===== config.mk =====
export PLATFORM = sky130hd
export DESIGN_NAME = pbpid_regs
export DESIGN_NICKNAME = d
export VERILOG_FILES = /design/src/hw/pbpid_pkg.sv /design/src/hw/pbpid_regs.sv /design/src/hw/pbpid_fifo.sv /design/src/hw/pbpid_match.sv
export SDC_FILE = /design/constraint.sdc
export NUM_CORES = 2
export LEC_CHECK = 0
export BUFFER_PORTS_ARGS = -buffer_cell sky130_fd_sc_hd__buf_2
export CORE_MARGIN = 1.5
export CORE_UTILIZATION = 55
export CTS_CLUSTER_DIAMETER = 80
export DETAILED_ROUTE_END_ITERATION = 16
export PLACE_DENSITY = 0.71
export SYNTH_ARGS = -nofsm -noshare
export SYNTH_HDL_FRONTEND = slang
export SYNTH_HIERARCHICAL = 1
export SYNTH_SLANG_ARGS = --single-unit
export TNS_END_PERCENT = 10

===== constraint.sdc =====
create_clock -name pclk -period 5.9 [get_ports pclk]
set_input_delay 1.18 -clock pclk [delete_from_list [all_inputs] [get_ports pclk]]
set_output_delay 1.18 -clock pclk [all_outputs]
set_load 0.02 [all_outputs]

===== src/hw/pbpid_pkg.sv =====
// Package: register map, field layout, reset values and carrier types
package pbpid_pkg;

  localparam int          ADDR_W          = 12;
  localparam int          DATA_W          = 32;
  localparam int          SLOTS           = 8;
  localparam int          MAP_FIELD_W     = 3;
  localparam int          MAP_GROUP_W     = 4;

  localparam logic [11:0] ADDR_STATUS     = 12'h0C8;
  localparam logic [11:0] ADDR_INT_EN     = 12'h0CC;
  localparam logic [11:0] ADDR_MASK       = 12'h0D0;
  localparam logic [11:0] ADDR_MAP        = 12'h0D4;
  localparam logic [11:0] ADDR_CTRL       = 12'h100;
  localparam logic [11:0] ADDR_SLOT_BASE  = 12'h104;
  localparam logic [11:0] ADDR_SLOT_LAST  = 12'h120;

  localparam int          INT_OVERRUN_BIT = 0;
  localparam int          INT_DONE_BIT    = 8;
  localparam logic [31:0] INT_WMASK       = 32'h0000_0101;
  localparam logic [31:0] MAP_WMASK       = 32'h7777_7777;

  localparam int          CTRL_FILTER_BIT = 0;
  localparam int          CTRL_INSERT_BIT = 1;
  localparam logic [31:0] CTRL_WMASK      = 32'h0000_0003;

  localparam logic [31:0] RST_INT_EN      = 32'h0000_0000;
  localparam logic [31:0] RST_MASK        = 32'h0000_0000;
  localparam logic [31:0] RST_MAP         = 32'h0000_0000;
  localparam logic [31:0] RST_STATUS      = 32'h0000_0000;
  localparam logic [31:0] RST_CTRL        = 32'h0000_0000;
  localparam logic [31:0] RST_SLOT        = 32'h0000_0000;

  localparam int          FIFO_DEPTH      = 16;

  // One routed stream word
  typedef struct packed {
    logic [2:0]  buffer;
    logic [31:0] data;
  } pbpid_word_t;

  // Incoming stream word with its packet identifier
  typedef struct packed {
    logic [31:0] pid;
    logic [31:0] data;
  } pbpid_in_t;

  // Filter setup shared by the register file and the matcher
  typedef struct packed {
    logic             filter_en;
    logic [31:0]      mask;
    logic [31:0]      map;
    logic [7:0][31:0] slot_pid;
  } pbpid_filter_t;

  // Register file state
  typedef struct packed {
    logic [31:0]      int_en;
    logic [31:0]      mask;
    logic [31:0]      map;
    logic [31:0]      status;
    logic [31:0]      ctrl;
    logic [7:0][31:0] slot_pid;
    logic [31:0]      prdata;
    logic [31:0]      rd_clear;
  } pbpid_regs_t;

endpackage : pbpid_pkg


===== src/hw/pbpid_regs.sv =====
// Port B register bank: interrupt enables, PID mask, buffer map and routing path
//
// What this block does
// - Enabled insertion-done status raises the port summary interrupt; disabled it is ignored.
// - Enabled transmit-overrun status raises the summary interrupt; disabled it is ignored.
// - Reserved bits of enables and buffer map ignore writes, read zero.
// - Mask bits set to one take part in the PID compare.
// - An all-zero mask compares nothing and passes every PID.
// - The lowest matching slot routes data to the buffer named by its map field.
// - Slot n map field sits at bits 4n+2:4n; bit 4n+3 reserved.
// - Enables, mask and all slot map fields reset to zero.
// - Insertion-done sets on packet placed while insertion is enabled; insertion then disables until re-enabled.
// - Transmit-overrun sets when the input buffer overflows and data is lost.
//
// The APB slave port is this design's own decision.
`timescale 1ns/1ps
module pbpid_regs #(
  parameter int FIFO_DEPTH = pbpid_pkg::FIFO_DEPTH
) (
  input  wire logic                     pclk,
  input  wire logic                     presetn,
  input  wire logic                     psel,
  input  wire logic                     penable,
  input  wire logic                     pwrite,
  input  wire logic [11:0]              paddr,
  input  wire logic [31:0]              pwdata,
  output logic      [31:0]              prdata,
  output logic                          pready,
  output logic                          pslverr,
  input  wire logic                     in_valid,
  input  wire pbpid_pkg::pbpid_in_t     in_word,
  output logic                          in_ready,
  input  wire logic                     insert_placed,
  output logic                          insert_enable,
  output logic                          out_valid,
  output pbpid_pkg::pbpid_word_t        out_word,
  input  wire logic                     out_ready,
  output logic                          port_b_summary_interrupt
);

  localparam int WORD_W = $bits(pbpid_pkg::pbpid_word_t);

  if (FIFO_DEPTH < 2) begin : g_chk
    $error("pbpid_regs: FIFO_DEPTH must be at least 2");
  end

  pbpid_pkg::pbpid_regs_t   st;
  pbpid_pkg::pbpid_regs_t   next_st;
  pbpid_pkg::pbpid_filter_t filter_cfg;
  pbpid_pkg::pbpid_word_t   route_word;
  logic                     route_pass;
  logic [2:0]               route_buffer;
  logic                     fifo_in_valid;
  logic                     fifo_in_ready;
  logic [WORD_W-1:0]        fifo_out_data;
  logic                     setup_phase;
  logic                     access_phase;
  logic [31:0]              hw_set;

  function automatic logic is_slot(input logic [11:0] addr);
    is_slot = (addr >= pbpid_pkg::ADDR_SLOT_BASE) &&
              (addr <= pbpid_pkg::ADDR_SLOT_LAST) &&
              (addr[1:0] == 2'h0);
  endfunction : is_slot

  function automatic logic [2:0] slot_index(input logic [11:0] addr);
    logic [11:0] rel;
    rel        = addr - pbpid_pkg::ADDR_SLOT_BASE;
    slot_index = rel[4:2];
  endfunction : slot_index

  function automatic logic is_mapped(input logic [11:0] addr);
    is_mapped = (addr == pbpid_pkg::ADDR_STATUS) ||
                (addr == pbpid_pkg::ADDR_INT_EN) ||
                (addr == pbpid_pkg::ADDR_MASK)   ||
                (addr == pbpid_pkg::ADDR_MAP)    ||
                (addr == pbpid_pkg::ADDR_CTRL)   ||
                is_slot(addr);
  endfunction : is_mapped

  function automatic logic [31:0] read_value(input pbpid_pkg::pbpid_regs_t s,
                                             input logic [11:0]            addr);
    read_value = 32'h0000_0000;
    if (is_slot(addr)) begin
      read_value = s.slot_pid[slot_index(addr)];
    end else begin
      case (addr)
        pbpid_pkg::ADDR_STATUS: read_value = s.status;
        pbpid_pkg::ADDR_INT_EN: read_value = s.int_en & pbpid_pkg::INT_WMASK;
        pbpid_pkg::ADDR_MASK:   read_value = s.mask;
        pbpid_pkg::ADDR_MAP:    read_value = s.map & pbpid_pkg::MAP_WMASK;
        pbpid_pkg::ADDR_CTRL:   read_value = s.ctrl & pbpid_pkg::CTRL_WMASK;
        default:                read_value = 32'h0000_0000;
      endcase
    end
  endfunction : read_value

  // Zero wait states; read data is captured in the setup cycle
  assign pready       = 1'b1;
  assign setup_phase  = psel & ~penable;
  assign access_phase = psel & penable;
  assign pslverr      = access_phase & ~is_mapped(paddr);
  assign prdata       = st.prdata;

  assign insert_enable = st.ctrl[pbpid_pkg::CTRL_INSERT_BIT];

  assign port_b_summary_interrupt =
    (st.status[pbpid_pkg::INT_DONE_BIT] & st.int_en[pbpid_pkg::INT_DONE_BIT]) |
    (st.status[pbpid_pkg::INT_OVERRUN_BIT] & st.int_en[pbpid_pkg::INT_OVERRUN_BIT]);

  assign filter_cfg.filter_en = st.ctrl[pbpid_pkg::CTRL_FILTER_BIT];
  assign filter_cfg.mask      = st.mask;
  assign filter_cfg.map       = st.map;
  assign filter_cfg.slot_pid  = st.slot_pid;

  pbpid_match #(
    .SLOTS (pbpid_pkg::SLOTS)
  ) u_match (
    .pid    (in_word.pid),
    .cfg    (filter_cfg),
    .pass   (route_pass),
    .buffer (route_buffer)
  );

  assign route_word.buffer = route_buffer;
  assign route_word.data   = in_word.data;
  // Words that match no slot are dropped once the FIFO takes input
  assign fifo_in_valid     = in_valid & route_pass;
  assign in_ready          = fifo_in_ready;

  pbpid_fifo #(
    .WIDTH (WORD_W),
    .DEPTH (FIFO_DEPTH)
  ) u_fifo (
    .pclk      (pclk),
    .presetn   (presetn),
    .in_valid  (fifo_in_valid),
    .in_data   (route_word),
    .in_ready  (fifo_in_ready),
    .out_valid (out_valid),
    .out_data  (fifo_out_data),
    .out_ready (out_ready)
  );

  assign out_word = pbpid_pkg::pbpid_word_t'(fifo_out_data);

  always_comb begin
    next_st = st;
    hw_set  = 32'h0000_0000;

    // Hardware events
    hw_set[pbpid_pkg::INT_DONE_BIT]    = insert_placed & st.ctrl[pbpid_pkg::CTRL_INSERT_BIT];
    hw_set[pbpid_pkg::INT_OVERRUN_BIT] = in_valid & ~fifo_in_ready;

    // Insertion disables itself after placing a packet
    if (insert_placed) begin
      next_st.ctrl[pbpid_pkg::CTRL_INSERT_BIT] = 1'b0;
    end

    // Setup phase: capture read data and which status bits it returns
    next_st.rd_clear = 32'h0000_0000;
    if (setup_phase && !pwrite) begin
      next_st.prdata = read_value(st, paddr);
      if (paddr == pbpid_pkg::ADDR_STATUS) begin
        next_st.rd_clear = st.status;
      end
    end

    // Status clears only bits already returned; a new event wins
    next_st.status = st.status;
    if (access_phase && !pwrite) begin
      next_st.status = st.status & ~st.rd_clear;
    end
    next_st.status = next_st.status | hw_set;

    // Access phase writes
    if (access_phase && pwrite) begin
      if (is_slot(paddr)) begin
        next_st.slot_pid[slot_index(paddr)] = pwdata;
      end else begin
        case (paddr)
          pbpid_pkg::ADDR_INT_EN: next_st.int_en = pwdata & pbpid_pkg::INT_WMASK;
          pbpid_pkg::ADDR_MASK:   next_st.mask   = pwdata;
          pbpid_pkg::ADDR_MAP:    next_st.map    = pwdata & pbpid_pkg::MAP_WMASK;
          // Software re-enable overrides a same-cycle self-disable
          pbpid_pkg::ADDR_CTRL:   next_st.ctrl   = pwdata & pbpid_pkg::CTRL_WMASK;
          default:                next_st.ctrl   = next_st.ctrl;
        endcase
      end
    end
  end

  always_ff @(posedge pclk or negedge presetn) begin
    if (!presetn) begin
      st.int_en   <= pbpid_pkg::RST_INT_EN;
      st.mask     <= pbpid_pkg::RST_MASK;
      st.map      <= pbpid_pkg::RST_MAP;
      st.status   <= pbpid_pkg::RST_STATUS;
      st.ctrl     <= pbpid_pkg::RST_CTRL;
      st.slot_pid <= {pbpid_pkg::SLOTS{pbpid_pkg::RST_SLOT}};
      st.prdata   <= 32'h0000_0000;
      st.rd_clear <= 32'h0000_0000;
    end else begin
      st <= next_st;
    end
  end

endmodule : pbpid_regs


===== src/hw/pbpid_fifo.sv =====
// Stream FIFO with a registered output stage
`timescale 1ns/1ps
module pbpid_fifo #(
  parameter int WIDTH = 35,
  parameter int DEPTH = pbpid_pkg::FIFO_DEPTH
) (
  input  wire logic             pclk,
  input  wire logic             presetn,
  input  wire logic             in_valid,
  input  wire logic [WIDTH-1:0] in_data,
  output logic                  in_ready,
  output logic                  out_valid,
  output logic [WIDTH-1:0]      out_data,
  input  wire logic             out_ready
);

  localparam int AW = $clog2(DEPTH);

  if (DEPTH < 2 || (DEPTH & (DEPTH - 1)) != 0 || WIDTH < 1) begin : g_chk
    $error("pbpid_fifo: DEPTH must be a power of two of at least 2");
  end

  typedef struct packed {
    logic [AW-1:0]    wr;
    logic [AW-1:0]    rd;
    logic [AW:0]      count;
    logic             out_valid;
    logic [WIDTH-1:0] out_data;
  } pbpid_fifo_state_t;

  localparam logic [AW:0] FULL_COUNT = (AW + 1)'(DEPTH);

  pbpid_fifo_state_t st;
  pbpid_fifo_state_t next_st;
  logic [WIDTH-1:0]  mem [DEPTH];
  logic              push;
  logic              load;

  assign in_ready  = (st.count != FULL_COUNT);
  assign out_valid = st.out_valid;
  assign out_data  = st.out_data;

  always_comb begin
    next_st = st;
    push    = in_valid & in_ready;
    // Refill the output stage as soon as it drains
    load    = (st.count != '0) & (~st.out_valid | out_ready);
    if (push) begin
      next_st.wr = st.wr + 1'b1;
    end
    if (load) begin
      next_st.rd        = st.rd + 1'b1;
      next_st.out_valid = 1'b1;
      next_st.out_data  = mem[st.rd];
    end else if (out_ready) begin
      next_st.out_valid = 1'b0;
    end
    case ({push, load})
      2'b10:   next_st.count = st.count + 1'b1;
      2'b01:   next_st.count = st.count - 1'b1;
      default: next_st.count = st.count;
    endcase
  end

  always_ff @(posedge pclk or negedge presetn) begin
    if (!presetn) begin
      st <= '0;
    end else begin
      st <= next_st;
    end
  end

  // Storage has no reset; only words already written are ever read
  always_ff @(posedge pclk) begin
    if (push) begin
      mem[st.wr] <= in_data;
    end
  end

endmodule : pbpid_fifo


===== src/hw/pbpid_match.sv =====
// Masked PID compare over the filter slots and buffer selection
`timescale 1ns/1ps
module pbpid_match #(
  parameter int SLOTS = pbpid_pkg::SLOTS
) (
  input  wire logic                    [31:0] pid,
  input  wire pbpid_pkg::pbpid_filter_t       cfg,
  output logic                                pass,
  output logic                         [2:0]  buffer
);

  if (SLOTS < 1 || SLOTS > 8) begin : g_chk
    $error("pbpid_match: SLOTS must lie between 1 and 8");
  end

  function automatic logic slot_match(input logic [31:0] a,
                                      input logic [31:0] b,
                                      input logic [31:0] m);
    slot_match = (((a ^ b) & m) == 32'h0000_0000);
  endfunction : slot_match

  always_comb begin
    pass   = 1'b0;
    buffer = 3'h0;
    if (!cfg.filter_en) begin
      pass = 1'b1;
    end else begin
      // Downward scan so the lowest matching slot wins
      for (int i = SLOTS - 1; i >= 0; i--) begin
        // Zero mask matches every slot, so every PID passes
        if (slot_match(pid, cfg.slot_pid[i], cfg.mask)) begin
          pass   = 1'b1;
          buffer = cfg.map[i*pbpid_pkg::MAP_GROUP_W +: pbpid_pkg::MAP_FIELD_W];
        end
      end
    end
  end

endmodule : pbpid_match


==> results.cfg <==
[run_status]
status = completed

[clocking]
cts_buffer_depth = 3
clkSlewWorstSetupHoldPaths_ns = 0.06
clkLatencyLatePin_ns = 0.72
cts_buffers = 104
cts_root_buf = clkbuf_16
post_cts_resized = 0
holdBufCountCts = 0
htreeDepth = 3
clock_sinks = 1021
cts_tree = done
postCtsSetupRepairBufs = 0

[timing]
rsz0062_at_grt = false
slew_violations = 0
setup_viol_count_final = 0
period_minus_slack_ns = 4.70
finalCritPeriodShare_pct = 79.7
maxSlewHeadroom_pct = 20.0
hold_violations = 0
worst_slew_pin_slew_ns = 1.20
finalClockSkew_ns = 0.0584
max_freq_mhz = 213

[layout]
regArea_mm2 = 0.0284
final_cells = 4156
n_fill_cell = 5979
post-route-cell-area_mm2 = 0.0509
nets = 3122
area_growth_pct = 11.2
drive_gt1_share_pct = 31.9
multi_input_area_mm2 = 0.0159

[route]
dr.pass1.iters = 10
route.vias.total = 27300
drc = 0
vias_per_cell = 6.58
drt_iter0_drc = 2936
totalWireLength_um = 134000
wire_per_inst_um = 32.2
ant_nets = 0

[synth]
ys_warn_count = 6
syn_avg_cell_area_um2 = 15.8
synthCells = 2898
netlist_area_mm2 = 0.0458
synth_nets = 3028

[place]
globalplace.congestion = 1.02
placed_cell_area_mm2 = 0.0474
io_buffers = 187
hpwl_um = 86000
post-place-cells = 3956

[critical_path]
worst-setup-path-type = primary input to flop
cp_num_buf_inv = 3
reg2reg_from = filter_cfg[291]
r2r_cells = 16
required_ns = 6.52
path_cells = buf_2 -> xor2_1 -> a22oi_1 -> nand4_1 -> nor4_2 -> buf_4 -> nor2_1 -> nand4b_1 -> and2_1 -> o31a_1 -> inv_1 -> ha_1 -> xor2_1 -> ha_1 -> o21a_1 -> o21a_1 -> o32ai_1 -> xnor2_1
arrival_ns = 5.32
cp-start-kind = primary input
end_kind = flop
critPathMaxStageDelay_ns = 0.42
ff2ff_setup_slack_ns = 1.44
crit_fanout = 9
cp_top_family = compound AO/OA/AOI/OAI gates
crit_slowest_cell = nor4_2
reg2reg_to = u_fifo/st[40]

[grt]
grt_util_met1_pct = 42.1
gr-total-overflow = 0
track_usage_pct = 31.6
grt_use_met2_pct = 51.6
antenna_found_initial = 13
grt_pass1_vias = 27800
grt_most_used_layer = met2
use_met3_pct = 5.63
grt_pass1_wl_um = 195000
grt_max_degree = 142

[pwr]
powerDensity_mw_per_mm2 = 374
p_leak_nw = 20.6
ir_worst_vdd_mv = 0.435

[hold_path]
hold_path_depth = 1
worstHoldStart = st[6]
hold-path-endpoint = st[358]
min_path_type = flop to flop

[floorplan]
die-width_um = 291
dieArea_mm2 = 0.0850
die_h_um = 291
start_util_pct = 55.6
io_pins = 189
rows = 105
core_mm2 = 0.0822

[flow_run]
maxCapViolations = 0
-- stage by stage --
step           utilization, %  setup TNS, ns  setup slack (ns)  total power, mW  hold slack, ns
6_report                 61.9              0              1.20             19.0           0.423
5_1_grt                  61.9              0              1.21             19.7           0.436
4_1_cts                  61.9              0              1.34             19.2           0.419
3_5_place_dp             57.6              0             0.640             12.6           0.411
3_3_place_gp             57.6              0             0.613             12.5           0.407
2_1_floorplan               -         -17.12            -0.164             11.4           0.404
-- metal layers --
layer | wire length (µm) | vias up
met5 | 74 | -
met4 | 6350 | 12
met3 | 10200 | 284
met2 | 65200 | 1309
met1 | 51900 | 14400
li1 | - | 11300
-- area by class of cell --
type / instances / area share (%)
Tap cell: 1070 / 2.63
Antenna cell: 4 / 0.0197
Clock inverter: 41 / 0.969
Multi-Input combinational cell: 1578 / 31.2
Clock buffer: 155 / 5.92
Sequential cell: 1021 / 55.7
Timing Repair Buffer: 273 / 3.39
Inverter: 14 / 0.103
-- layout by cell type (no fill, tap or decap), types with 27 or more instances in the layout --
cell,n
o21ai_0,27
buf_4,76
a21oi_1,45
mux2i_1,107
and3_1,35
nand4_1,34
a21boi_0,30
nor2_1,32
dfrtp_1,458
mux2_4,30
buf_2,185
a22oi_1,138
clkbuf_1,30
xor2_1,261
o22ai_1,120
mux2_2,309
clkbuf_16,105
mux4_2,151
edfxtp_1,560
-- worst max-delay path by stage --
stage,startpoint,endpoint,slack [ns],depth (start not counted)
2_1_floorplan,in_word[34],u_fifo/mem[0][0],-0.16,12
3_3_place_gp,in_word[53],u_fifo/st[40],0.61,18
3_5_place_dp,in_word[52],u_fifo/st[40],0.64,18
4_1_cts,in_word[52],u_fifo/st[40],1.34,18
5_1_grt,in_word[53],u_fifo/st[40],1.21,18
6_report,in_word[52],u_fifo/st[40],1.20,18
-- where the power goes --
group	leakage [nW]	switching (mW)	internal, mW
logic	7.54	2.21	1.70
registers	11.4	0.374	8.13
clock network	1.71	2.84	3.79
total	20.6	5.42	13.6
Power figures use the tool's default switching activity.
